### config.mk
export PLATFORM = sky130hd
export DESIGN_NAME = dual_pll_control_latches
export DESIGN_NICKNAME = d
export VERILOG_FILES = /design/src/design/pll_ctrl_pkg.sv /design/src/design/dual_pll_control_latches.sv
export SDC_FILE = /design/constraint.sdc
export NUM_CORES = 1
export LEC_CHECK = 0
export BUFFER_PORTS_ARGS = -buffer_cell sky130_fd_sc_hd__buf_2
export CAP_MARGIN = 15
export CELL_PAD_IN_SITES_DETAIL_PLACEMENT = 0
export CELL_PAD_IN_SITES_GLOBAL_PLACEMENT = 1
export CORE_ASPECT_RATIO = 0.9
export CORE_MARGIN = 2
export CORE_UTILIZATION = 46
export CTS_CLUSTER_DIAMETER = 30
export DETAILED_ROUTE_END_ITERATION = 10
export PLACE_DENSITY_LB_ADDON = 0.08
export SYNTH_ARGS = -nofsm -noshare
export SYNTH_HDL_FRONTEND = slang
export SYNTH_SLANG_ARGS = --single-unit
### constraint.sdc
create_clock -name pclk -period 2.2 [get_ports pclk]
set_input_delay 0.44 -clock pclk [delete_from_list [all_inputs] [get_ports pclk]]
set_output_delay 0.44 -clock pclk [all_outputs]
set_load 0.05 [all_outputs]
### src/design/pll_ctrl_pkg.sv
// Shared constants, types and field layout of the dual synthesizer control latches.
package pll_ctrl_pkg;

  localparam int WORD_W = 24;
  localparam logic [WORD_W-1:0] LATCH_RST = 24'h000000;

  // Field positions inside a 24-bit serial word.
  localparam int SEL_LSB = 0;
  localparam int SEL_W = 2;
  localparam int REF_LSB = 2;
  localparam int REF_W = 14;
  localparam int POL_BIT = 17;
  localparam int TRI_BIT = 18;
  localparam int CUR_LSB = 21;
  localparam int CUR_W = 3;
  localparam int A_LSB = 2;
  localparam int A_W = 6;
  localparam int B_LSB = 8;
  localparam int B_W = 12;
  localparam int PSC_LSB = 20;
  localparam int PD_BIT = 22;
  localparam int FAST_BIT = 23;

  localparam logic [CUR_W-1:0] CUR_MAX = 3'h7;

  typedef enum logic [1:0] {
    SEL_IF_R = 2'b00,
    SEL_IF_N = 2'b01,
    SEL_RF_R = 2'b10,
    SEL_RF_N = 2'b11
  } latch_sel_e;

  typedef enum logic [1:0] {
    PWR_UP = 2'b00,
    PWR_CP_OFF = 2'b01,
    PWR_DOWN = 2'b10
  } pwr_state_e;

  // Time the charge pump stays three-stated before a synchronous power-down completes.
  localparam int CLK_PERIOD_NS = 4;
  localparam int PD_SETTLE_NS = 100;
  localparam int PD_SETTLE_CYC = (PD_SETTLE_NS + CLK_PERIOD_NS - 1) / CLK_PERIOD_NS;
  localparam logic [7:0] SETTLE_LAST = 8'(PD_SETTLE_CYC - 1);

  // APB register byte addresses.
  localparam logic [7:0] ADDR_SW_WORD = 8'h00;
  localparam logic [7:0] ADDR_IF_R = 8'h04;
  localparam logic [7:0] ADDR_IF_N = 8'h08;
  localparam logic [7:0] ADDR_RF_R = 8'h0C;
  localparam logic [7:0] ADDR_RF_N = 8'h10;
  localparam logic [7:0] ADDR_STATUS = 8'h14;

  typedef struct packed {
    logic sclk;
    logic sdata;
    logic load_strobe;
  } serial_in_s;

  typedef struct packed {
    logic [REF_W-1:0] ref_div;
    logic [B_W-1:0] b_count;
    logic [A_W-1:0] a_count;
    logic [1:0] prescaler_sel;
    logic pd_polarity;
    logic cp_tristate;
    logic [CUR_W-1:0] cp_current;
    logic fast_acq;
    logic div_load;
    logic input_hiz;
    logic powered_down;
  } sec_ctl_s;

endpackage : pll_ctrl_pkg

### src/design/dual_pll_control_latches.sv
// Serial input register, four control latches, power-down sequencing and APB view.
// Overview of operation
// (RL1) IF tristated then powerdown: immediate power-down
// (RL2) RF powerdown with pump active: tristate first
// (RL3) RF tristated then powerdown: immediate power-down
// (RL4) Power-down loads dividers, input goes high-impedance
// (RL5) Oscillator off only when both sections down; code stops it once both powerdown bits latch
// (RL6) Shift register and latches work when down
// (RL7) Writing powerdown zero wakes section at once
// (RL8) Select 00 loads IF reference latch
// (RL9) IF polarity bit sets phase detector sense
// (RL10) IF tristate bit floats IF charge pump
// (RL11) IF pump current from three-bit field
// (RL12) Select 01 loads IF swallow/main divider
// (RL13) IF prescaler from two-bit field
// (RL14) IF fast acquisition forces maximum current
// (RL15) Select 10 loads RF reference latch
// (RL16) RF polarity bit sets phase detector sense
// (RL17) RF tristate bit floats RF charge pump
// (RL18) RF pump current from three-bit field
// (RL19) Select 11 loads RF swallow/main divider
// (RL20) RF prescaler from two-bit field
// (RL21) RF fast acquisition forces maximum current
// (RL22) RF fast acquisition closes damping switch
// (RL23) MSB first, one bit per clock rise
// (RL24) Latch copies word on strobe rise only; an APB write to ADDR_SW_WORD also loads one
// (RL25) Select code is word bits one, zero
// (RL26) IF powerdown with pump active: tristate first

module section_power
  import pll_ctrl_pkg::*;
(
  input logic pclk,
  input logic presetn,
  input logic [WORD_W-1:0] r_word,
  input logic [WORD_W-1:0] n_word,
  input logic n_load,
  output pwr_state_e state_q,
  output sec_ctl_s ctl_q
);

  logic pd_bit;
  logic tri_bit;
  logic fast_bit;
  pwr_state_e state_d;
  logic [7:0] cnt_q;
  logic [7:0] cnt_d;
  sec_ctl_s ctl_d;
  logic down;

  assign pd_bit = n_word[PD_BIT];
  assign tri_bit = r_word[TRI_BIT];
  assign fast_bit = n_word[FAST_BIT];
  assign down = (state_q == PWR_DOWN);

  always_comb begin
    state_d = state_q;
    cnt_d = cnt_q;
    unique case (state_q)
      PWR_UP: begin
        if (n_load && pd_bit) begin
          // (RL1) (RL3) Pump already floating: go down now.
          if (tri_bit) begin
            state_d = PWR_DOWN;
          end else begin
            // (RL2) Synchronous sequence start.
            // (RL26) Same sequence for IF.
            state_d = PWR_CP_OFF;
            cnt_d = SETTLE_LAST;
          end
        end
      end
      PWR_CP_OFF: begin
        if (cnt_q == 8'h00) begin
          state_d = PWR_DOWN;
        end else begin
          cnt_d = cnt_q - 8'h01;
        end
      end
      PWR_DOWN: begin
        state_d = PWR_DOWN;
      end
      default: begin
        state_d = PWR_UP;
      end
    endcase
    // (RL7) Cleared bit wakes at once.
    if (!pd_bit) begin
      state_d = PWR_UP;
    end
  end

  always_ff @(posedge pclk or negedge presetn) begin
    if (!presetn) begin
      state_q <= PWR_UP;
      cnt_q <= 8'h00;
    end else begin
      state_q <= state_d;
      cnt_q <= cnt_d;
    end
  end

  // (RL11) (RL18) Current field, (RL14) (RL21) overridden by fast acquisition.
  assign ctl_d.cp_current = fast_bit ? CUR_MAX : r_word[CUR_LSB +: CUR_W];
  // (RL10) Tristate bit, (RL17) or any power-down phase floats the pump.
  assign ctl_d.cp_tristate = tri_bit | (state_q != PWR_UP);
  // (RL9) Polarity, (RL16) same for RF.
  assign ctl_d.pd_polarity = r_word[POL_BIT];
  assign ctl_d.ref_div = r_word[REF_LSB +: REF_W];
  assign ctl_d.b_count = n_word[B_LSB +: B_W];
  assign ctl_d.a_count = n_word[A_LSB +: A_W];
  // (RL13) Prescaler field, (RL20) same for RF.
  assign ctl_d.prescaler_sel = n_word[PSC_LSB +: 2];
  assign ctl_d.fast_acq = fast_bit;
  // (RL4) Down forces load state and high impedance.
  assign ctl_d.div_load = down;
  assign ctl_d.input_hiz = down;
  assign ctl_d.powered_down = down;

  always_ff @(posedge pclk or negedge presetn) begin
    if (!presetn) begin
      ctl_q <= '0;
    end else begin
      ctl_q <= ctl_d;
    end
  end

endmodule : section_power

module dual_pll_control_latches
  import pll_ctrl_pkg::*;
(
  input logic pclk,
  input logic presetn,
  input logic psel,
  input logic penable,
  input logic pwrite,
  input logic [7:0] paddr,
  input logic [31:0] pwdata,
  output logic [31:0] prdata,
  output logic pready,
  output logic pslverr,
  input serial_in_s link_i,
  output sec_ctl_s if_ctl,
  output sec_ctl_s rf_ctl,
  output logic reference_input_osc_en,
  output logic fast_acq_switch_out
);

  logic [2:0] sclk_q;
  logic [1:0] sdata_q;
  logic [2:0] strobe_q;
  logic sclk_rise;
  logic ld_edge;
  logic [WORD_W-1:0] shift_q;
  logic [WORD_W-1:0] latch_q [4];
  logic [WORD_W-1:0] load_word;
  logic load_req;
  latch_sel_e load_sel;
  logic if_n_load_q;
  logic rf_n_load_q;
  pwr_state_e if_state;
  pwr_state_e rf_state;
  logic osc_en_q;
  logic fast_sw_q;
  logic apb_access;
  logic hit_sw;
  logic hit_if_r;
  logic hit_if_n;
  logic hit_rf_r;
  logic hit_rf_n;
  logic hit_st;
  logic any_hit;
  logic apb_ld;
  logic [31:0] status_word;
  logic [31:0] rdata_d;
  logic [31:0] prdata_q;

  // Link pins pass two flops; the third stage only serves edge detection.
  always_ff @(posedge pclk or negedge presetn) begin
    if (!presetn) begin
      sclk_q <= 3'h0;
      sdata_q <= 2'h0;
      strobe_q <= 3'h0;
    end else begin
      sclk_q <= {sclk_q[1:0], link_i.sclk};
      sdata_q <= {sdata_q[0], link_i.sdata};
      strobe_q <= {strobe_q[1:0], link_i.load_strobe};
    end
  end

  assign sclk_rise = sclk_q[1] & ~sclk_q[2];
  assign ld_edge = strobe_q[1] & ~strobe_q[2];

  // (RL23) MSB first, one bit per serial clock rise.
  always_ff @(posedge pclk or negedge presetn) begin
    if (!presetn) begin
      shift_q <= LATCH_RST;
    end else if (sclk_rise) begin
      shift_q <= {shift_q[WORD_W-2:0], sdata_q[1]};
    end
  end

  // A software word takes the same path as a strobed one; pready holds it off
  // during a strobe edge so the two never collide.
  assign apb_access = psel & penable;
  assign pready = ~ld_edge;
  // (RL24) Copy on strobe rise or on an APB write to ADDR_SW_WORD.
  assign load_req = ld_edge | apb_ld;
  assign load_word = ld_edge ? shift_q : pwdata[WORD_W-1:0];
  // (RL25) Select code from the two lowest bits.
  assign load_sel = latch_sel_e'(load_word[SEL_LSB +: SEL_W]);

  // (RL8) (RL12) (RL15) (RL19) One latch per select code.
  // (RL6) Loading never depends on power state.
  for (genvar i = 0; i < 4; i++) begin : g_latch
    always_ff @(posedge pclk or negedge presetn) begin
      if (!presetn) begin
        latch_q[i] <= LATCH_RST;
      end else if (load_req && (load_sel == latch_sel_e'(i))) begin
        latch_q[i] <= load_word;
      end
    end
  end

  always_ff @(posedge pclk or negedge presetn) begin
    if (!presetn) begin
      if_n_load_q <= 1'b0;
      rf_n_load_q <= 1'b0;
    end else begin
      if_n_load_q <= load_req && (load_sel == SEL_IF_N);
      rf_n_load_q <= load_req && (load_sel == SEL_RF_N);
    end
  end

  section_power u_if (
    .pclk(pclk),
    .presetn(presetn),
    .r_word(latch_q[SEL_IF_R]),
    .n_word(latch_q[SEL_IF_N]),
    .n_load(if_n_load_q),
    .state_q(if_state),
    .ctl_q(if_ctl)
  );

  section_power u_rf (
    .pclk(pclk),
    .presetn(presetn),
    .r_word(latch_q[SEL_RF_R]),
    .n_word(latch_q[SEL_RF_N]),
    .n_load(rf_n_load_q),
    .state_q(rf_state),
    .ctl_q(rf_ctl)
  );

  always_ff @(posedge pclk or negedge presetn) begin
    if (!presetn) begin
      osc_en_q <= 1'b1;
      fast_sw_q <= 1'b0;
    end else begin
      // (RL5) Oscillator stops only with both bits set.
      osc_en_q <= ~(latch_q[SEL_IF_N][PD_BIT] & latch_q[SEL_RF_N][PD_BIT]);
      // (RL22) Damping switch follows RF fast acquisition.
      fast_sw_q <= latch_q[SEL_RF_N][FAST_BIT];
    end
  end

  assign reference_input_osc_en = osc_en_q;
  assign fast_acq_switch_out = fast_sw_q;

  assign hit_sw = (paddr == ADDR_SW_WORD);
  assign hit_if_r = (paddr == ADDR_IF_R);
  assign hit_if_n = (paddr == ADDR_IF_N);
  assign hit_rf_r = (paddr == ADDR_RF_R);
  assign hit_rf_n = (paddr == ADDR_RF_N);
  assign hit_st = (paddr == ADDR_STATUS);
  assign any_hit = hit_sw | hit_if_r | hit_if_n | hit_rf_r | hit_rf_n | hit_st;
  assign pslverr = apb_access & ~any_hit;
  assign apb_ld = apb_access & pready & pwrite & hit_sw;

  assign status_word = {26'h0, fast_sw_q, osc_en_q, rf_state, if_state};
  assign rdata_d = hit_sw ? {8'h00, shift_q} :
                   hit_if_r ? {8'h00, latch_q[SEL_IF_R]} :
                   hit_if_n ? {8'h00, latch_q[SEL_IF_N]} :
                   hit_rf_r ? {8'h00, latch_q[SEL_RF_R]} :
                   hit_rf_n ? {8'h00, latch_q[SEL_RF_N]} :
                   hit_st ? status_word : 32'h00000000;

  always_ff @(posedge pclk or negedge presetn) begin
    if (!presetn) begin
      prdata_q <= 32'h00000000;
    end else if (psel && !pwrite) begin
      prdata_q <= rdata_d;
    end
  end

  assign prdata = prdata_q;

  localparam int SETTLE_END = PD_SETTLE_CYC + 4;
endmodule : dual_pll_control_latches

==> results.txt, run 1 <==
* Hold WC Path Type: primary input to flop
* CP cell instances: nor2b_2 -> buf_4 -> inv_2 -> buf_4
* Hold Path Origin: link_i[1]
* Post-synthesis sequential area ratio: 0.604
* Worst voltage drop across the vdd grid: 1.17 mV
- The slowest stage of the critical path belongs to the cell sky130_fd_sc_hd__dfrtp_1.
* Num ports: 170
* Combined global-route utilization of all metal layers: 0.236
- For this design the static power due to leakage is about 6.7 nW.
* Portion of the clock cycle consumed by the worst path in the final layout: 0.972
* Cell area power density: ~1400 nW/µm²
- Crit path largest cell delay: 380 ps
* R2r worst-path depth: 6
- Dividing the synthesized area by the synthesized cell count gives 12.7 µm².
* Most frequent cells after synthesis: sky130_fd_sc_hd__dfrtp_1, sky130_fd_sc_hd__nand2_1, sky130_fd_sc_hd__mux2_2
* Number of synthesized register bits: 257
- Via count of the first global-routing pass: 7689
- After synthesis, the share of flip-flops with an asynchronous set or reset is 1.00.
- The most used flip-flop cell after synthesis is sky130_fd_sc_hd__dfrtp_1.
- Counting I/O delays and the setup requirement, the final critical path takes 2140 ps.
- Of the total power, combinational logic draws 0.251.
* Final setup violation count: 0
* Post-detailed-route DRC marker count: 0
- Row generation in the floorplan step produced 52 rows.
- The run finished with clean final reports.
- Once detail routing completed, the nets flagged for antenna violations numbered 0.
- The first routing iteration left 554 violations.
* Count of warnings emitted by yosys: 0
- The number of setup buffers added after CTS is 0.
- Among cell families on the critical path, the largest total delay comes from buffers and inverters.
- The internal power of the cells totals 13.0 mW.
- Synthesis instantiated between 60 and 70 different standard cells from the library.
* Crit path arrival time: 1700 ps
- Data on the critical path is required at its endpoint by 1760 ps.
- Port buffering added 153 buffers.
- Placed wire-length estimate: 18.5 mm
- Buf/Inv on CP: 3
- Maximum number of pins on one net before global-route repair: 65
- Yosys mapped a number of flops with a built-in enable equal to 0.
- Die Footprint: 24400 µm²
* Startpoint kind of the worst setup timing path: flop
* Transition at the pin with the smallest max-transition slack: 594 ps
- Horiz. Die Dim: between 150 and 200 µm
- Main area contributors after synthesis: sky130_fd_sc_hd__dfrtp_1, sky130_fd_sc_hd__mux2_2, sky130_fd_sc_hd__mux2_4
* Initial Util: 0.471
- Non-filler cells in the finished layout: 1392
* Layout overhead on the synthesized area: 31.1%
- Of the total power, the clock network draws 0.393.
- Crit path kind: flop to output port
- The most numerous cell type found on the critical path is sky130_fd_sc_hd__buf_4.
- Sequential Power Share: 0.356
- The final layout contains 1115 nets.
- In this run the worst path has a maximum fanout of 9.
* Global-route wire length before repair: 43.8 mm
* Die span in y: 148 µm
- Power dissipated by switching net loads: between 6 and 7 mW
- FF-to-FF setup slack: 150 ps
- Net switching share of the total power: 0.349
* Worst Hold Depth: 1
- Detailed routing inserted a total of 7415 vias.
- Router iterations before antenna repair: 5
* Highest Clock Rate: roughly 470 MHz
- Total wire length after detailed routing: ~28 mm
- Core Footprint: 22600 µm²
- Setup repair after global routing left no endpoint under its margin.
- Vias per cell: 5.33
- The worst register-to-register path ends at latch_q[88].
- Hold endpoint: sdata_q[0]
- The number of antenna diodes in the final layout is 0.
* Number of levels in the clock H-tree: 2
- Antenna violations before repair: 0
- Total number of clock tree sinks: between 200 and 300
- Summed over all instances, the cell type with the most area after synthesis is sky130_fd_sc_hd__dfrtp_1.
- Clock transition at the register clock pins on the worst setup and hold paths after CTS: 50 ps
* Maximum clock insertion buffer count: 3
- Once placement completed, the tool counted placed cells totaling around 1300.
- Setup crit start: strobe_q[1]
- STA classifies the critical path endpoint as an output port.
- GRT overflow: 0
- The worst register-to-register path begins at strobe_q[1].
- The design draws 20.0 mW.
- The tree is rooted in a sky130_fd_sc_hd__clkbuf_16.
- Clock tree from TritonCTS: done
- The later pin in the worst-skew pair is clocked with a latency of 540 ps.
- The final number of max-transition violations was 0.
- Final RePlAce weighted congestion: 0.839
- Among all cell types in the netlist, the one instantiated most often is sky130_fd_sc_hd__dfrtp_1.
- Max-cap violations: 0
* Synthesized instance count: approximately 840
* Total standard cell area after synthesis: 10600 µm²
- Final-report hold violation count: 0
- After detailed routing, the average wire length per cell comes to around 20 µm.
* Fraction of layout instances using a drive strength above 1: 0.401
- Across the routed clock network, the largest skew measured is 18.9 ps.
- The share of synthesized area in the top cell type comes to 0.602.
- Rel. slew slack: 0.603
- TritonCTS created 51 clock buffers.
logic make-up (layout without fill, tap and decap cells):
| logic type | after synthesis | after routing | synth area share |
|---|---|---|---|
| xor+xnor | 5 | 5 | 0.00412 |
| compound gates | 138 | 138 | 0.0852 |
| simple gates | 208 | 208 | 0.101 |
| other cells | 1 | 8 | 0.000352 |
| buf+inv | 75 | 328 | 0.0357 |
| fa+ha+maj | 12 | 12 | 0.0141 |
| mux | 139 | 139 | 0.155 |
| flops | 257 | 257 | 0.604 |
stage by stage:
step	util	area (µm²)	hold WS, ps	setup slack, ps	TNS [ps]
3_3_place_gp	0.537	12100	337	-78.3	-3930
4_1_cts	0.617	13900	1.80	55.0	0
5_1_grt	0.618	14000	9.94	22.6	0
6_report	0.618	14000	21.8	60.5	0
3_5_place_dp	0.537	12100	335	-93.5	-4930
2_1_floorplan	-	10700	144	184	0
worst register-to-register path, delay by kind of cell (launching register included):
kind            cells  cell delay [ps]
buf+inv             2              380
simple gates        1              260
flops               1              350
compound gates      1              170
mux                 2              760
layout make-up:
class                           count  area, µm²
Timing Repair Buffer              210       1380
Inverter                           25       93.8
Sequential cell                   257       6430
Clock buffer                       60       1360
Clock inverter                     33        423
Fill cell                        1838       8620
Multi-Input combinational cell    510       3890
Tap cell                          297        372
registers in the layout (all words and copies together) (netlist names), 3 cells and up:
register	count
u_rf.cnt_q	8
sclk_q	3
u_if.cnt_q	8
prdata	24
u_rf.ctl_q	41
strobe_q	3
latch_q	96
shift_q	24
u_if.ctl_q	41
repair_timing:
action / CTS / global route
hold endpoints to repair: 42 / 1
endpoints found under the setup margin: 1 / 1
gates cloned: 0 / 0
resized for setup: 1 / 1
hold buffers: 2 / 1
layer usage:
layer	global-route usage	vias to the layer above	part of all wire	wire length, µm
li1	-	3409	-	-
met5	0	-	0	0
met3	0.0404	46	0.050	1410
met1	0.345	3745	0.47	13100
met4	0.0697	0	0.019	539
met2	0.365	215	0.47	13100
power by group through the flow:
stage	clock [mW]	sequential [mW]	combinational [mW]
2_1_floorplan	0	9.08	1.61
3_3_place_gp	0	7.19	4.99
3_5_place_dp	0	7.19	5.04
4_1_cts	7.99	7.15	5.07
5_1_grt	8.23	7.32	5.32
6_report	7.87	7.13	5.03
worst max-delay path by stage:
stage          slack [ps]  depth (start not counted)     endpoint
2_1_floorplan         180                          6  latch_q[10]
3_3_place_gp          -80                          7  latch_q[33]
3_5_place_dp          -90                          7  latch_q[35]
4_1_cts                50                          4       pready
5_1_grt                20                          6      pslverr
6_report               60                          4       pready
cells in the final DEF, fill, tap and decap left out, types with 13 or more instances in the layout:
cell | Yosys | routed
sky130_fd_sc_hd__clkbuf_16 | 0 | 52
sky130_fd_sc_hd__buf_2 | 4 | 151
sky130_fd_sc_hd__or3_1 | 19 | 19
sky130_fd_sc_hd__buf_4 | 17 | 42
sky130_fd_sc_hd__mux2_4 | 26 | 26
sky130_fd_sc_hd__nor2_1 | 20 | 20
sky130_fd_sc_hd__o21ai_0 | 40 | 40
sky130_fd_sc_hd__dfrtp_1 | 256 | 256
sky130_fd_sc_hd__a31oi_1 | 14 | 14
sky130_fd_sc_hd__mux2_1 | 14 | 14
sky130_fd_sc_hd__inv_1 | 23 | 23
sky130_fd_sc_hd__buf_12 | 0 | 13
sky130_fd_sc_hd__nand2_1 | 93 | 93
sky130_fd_sc_hd__a22oi_1 | 15 | 15
sky130_fd_sc_hd__mux2_2 | 88 | 88
sky130_fd_sc_hd__a21oi_1 | 28 | 27
Power figures use the tool's default switching activity.
==> inputs of run 2 (changes only) <==
- CELL_PAD_IN_SITES_DETAIL_PLACEMENT: 0 -> default
- CELL_PAD_IN_SITES_GLOBAL_PLACEMENT: 1 -> default
- CORE_UTILIZATION: 46 -> 56
==> run 2 against run 1 <==
Effect of this change:
- power fell by 4.9%
- via count barely moved
- clock power fell by 12%
- wire length fell by 6.7%
- global-route usage rose by 3.3 points
- critical path type unchanged
- critical endpoint unchanged
- largest cell class unchanged
- largest power group is now registers
- highest routed layer unchanged
==> results.txt, run 2 (synthesized netlist as in run 1, its figures left out) <==
* Status: finished clean
* Die span in y: 135 µm
* Quantity of I/O buffers inserted on ports: 153
- The largest registers in the layout are latch_q x96, u_if.ctl_q x41, u_rf.ctl_q x41.
* Max-cap violations: 0
- Final period demand of the worst path: about 2100 ps
* Layout overhead on the synthesized area: 27.5%
- Number of buffers created by CTS: 43
- Global-route wire length before repair: 42.0 mm
- Antenna violations before repair: 0
- Of all nets on the critical path, the largest fanout is 17.
- Buffers added to address setup during post-CTS repair amount to 0.
- The final hold violation count is 0.
- GRT overflow: 0
- Fraction of layout instances using a drive strength above 1: 0.393
* Initial Util: 0.575
- Router iterations before antenna repair: 5
* Clock latency of the later-clocked register in the worst-skew pair: 520 ps
* Highest Clock Rate: roughly 470 MHz
* Number of nets in the layout: roughly 1100
- In the global route stage, overall resource usage came out at 0.269.
* Crit path kind: flop to output port
- Final antenna-violating net count: 0
* Num ports: 170
- Maximum number of pins on one net before global-route repair: 67
- Placed wire-length estimate: 17.2 mm
* Hold Path Origin: link_i[0]
* Hold WC Path Type: primary input to flop
* Transition at the pin with the smallest max-transition slack: 719 ps
* Post-detailed-route DRC marker count: 0
- Measured along the x axis, the die boundary spans 149 µm.
* Clock tree from TritonCTS: done
- Startpoint kind of the worst setup timing path: flop
* Largest reg by FF count: latch_q
- The endpoint identified for the worst register-to-register timing path is u_rf.state_q[1].
- After detailed routing, the total wire length is around 26 mm.
- The tree is rooted in a sky130_fd_sc_hd__clkbuf_16.
- Core Footprint: 18500 µm²
- After detailed routing, the number of vias per cell comes to approximately 5.6.
* Worst reg2reg startpoint: u_rf.cnt_q[1]
- Max-slew violation count: 0
- Crit path arrival time: between 1500 and 2000 ps
* Average routed wire per standard cell: 19.9 µm
* Unrepaired setup endpoints after global routing: false
- The number of antenna diodes in the final layout is 0.
- Crit. End Element: output port
- Final RePlAce weighted congestion: 0.854
* Cell area power density: 1400 nW/µm²
- The library cells used most frequently in the layout, excluding fill and tap cells, are sky130_fd_sc_hd__dfrtp_1, sky130_fd_sc_hd__buf_2, sky130_fd_sc_hd__nand2_1.
* Hold endpoint: strobe_q[0]
- Leaving out fill and tap cells, the most frequent cell in the layout is sky130_fd_sc_hd__dfrtp_1.
- Power, Total: 19.1 mW
* Portion of the clock cycle consumed by the worst path in the final layout: 0.966
- The worst-case IR drop observed on VDD is 0.863 mV.
- Setup slack on the worst reg-to-reg path comes out at 130 ps.
- No sink is reached through more buffers than the 3 on the longest clock path.
- Counting instances, the worst hold path has a depth of 1.
* Via count of the first global-routing pass: 7626
- Final setup violation count: 0
* Total number of placement rows: 47
* Total number of clock tree sinks: 257
* Data required time at the worst endpoint: 1760 ps
- Largest register FFs: 96
* Number of levels in the clock H-tree: 2
- Summed over all cells, the static leakage comes to around 6.6 nW.
- R2r worst-path depth: 6
* Die Footprint: 20100 µm²
* Total vias in the final route: 7420
* Fin Clk Skew: roughly 21 ps
* Total negative slack: 0 ps
* Clock transition at the register clock pins on the worst setup and hold paths after CTS: 50 ps
- Setup crit start: strobe_q[1]
- For this block, the initial DRC count from the detailed router was 394.
* Rel. slew slack: 0.519
[run 2: cell types whose count changed in the layout (fill, tap and decap cells not counted), moves of 2 or more]
cell / before / now
sky130_fd_sc_hd__clkinvlp_4: 8 / 2
sky130_fd_sc_hd__clkbuf_16: 52 / 45
sky130_fd_sc_hd__clkbuf_8: 3 / 6
sky130_fd_sc_hd__clkinv_4: 7 / 2
sky130_fd_sc_hd__dlygate4sd3_1: 3 / 1
sky130_fd_sc_hd__clkbuf_1: 5 / 2
sky130_fd_sc_hd__clkinv_2: 4 / 9
sky130_fd_sc_hd__buf_12: 13 / 11
[run 2: metal layers]
layer	share of wire	wire, µm	GRT usage
met5	0	0	0
met4	0.017	452	0.0741
met3	0.072	1890	0.0574
met2	0.46	12000	0.410
met1	0.45	11900	0.397
[run 2: worst max path at each step]
stage / cells past startpoint / slack [ps] / endpoint
CTS: 4 / 0.1 / pready
finish: 4 / 80 / pready
detailed placement: 7 / -50 / latch_q[31]
floorplan: 6 / 180 / latch_q[10]
global route: 6 / 8 / u_rf.state_q[1]
global placement: 7 / -1 / latch_q[31]
[run 2: stage by stage]
| stage | setup slack (ps) | util | area [µm²] | hold slack [ps] | std cells |
|---|---|---|---|---|---|
| floorplan | 184 | - | 10700 | 144 | 842 |
| global placement | -1.11 | 0.649 | 12000 | 332 | 1242 |
| detailed placement | -50.3 | 0.649 | 12000 | 327 | 1242 |
| CTS | 0.123 | 0.732 | 13600 | 13.5 | 1320 |
| global route | 8.34 | 0.732 | 13600 | 14.8 | 1320 |
| finish | 75.0 | 0.732 | 13600 | 27.2 | 1320 |
[run 2: critical path, stage by stage, from the launching register on]
cell                      delay [ps]
sky130_fd_sc_hd__dfrtp_1         370
sky130_fd_sc_hd__nor2b_4         250
sky130_fd_sc_hd__buf_8           200
sky130_fd_sc_hd__inv_2           130
sky130_fd_sc_hd__buf_4           220
[run 2: final cells by class]
cell class	count	area (µm²)
multi-input combinational	510	3890
fill	1259	4960
clock inverter	24	302
timing repair buffer	206	1320
sequential	257	6430
clock buffer	53	1220
inverter	25	93.8
tap	245	307
[run 2: repair_timing]
action / CTS / global route
hold endpoints to repair: 26 / 0
hold buffers: 1 / 0
resized for setup: 2 / 3
gates cloned: 0 / 0
endpoints found under the setup margin: 2 / 1
[run 2: where the power goes]
part / internal [mW] / switching [mW]
combinational: 1.57 / 3.43
clock: 4.63 / 2.27
sequential: 6.17 / 0.981
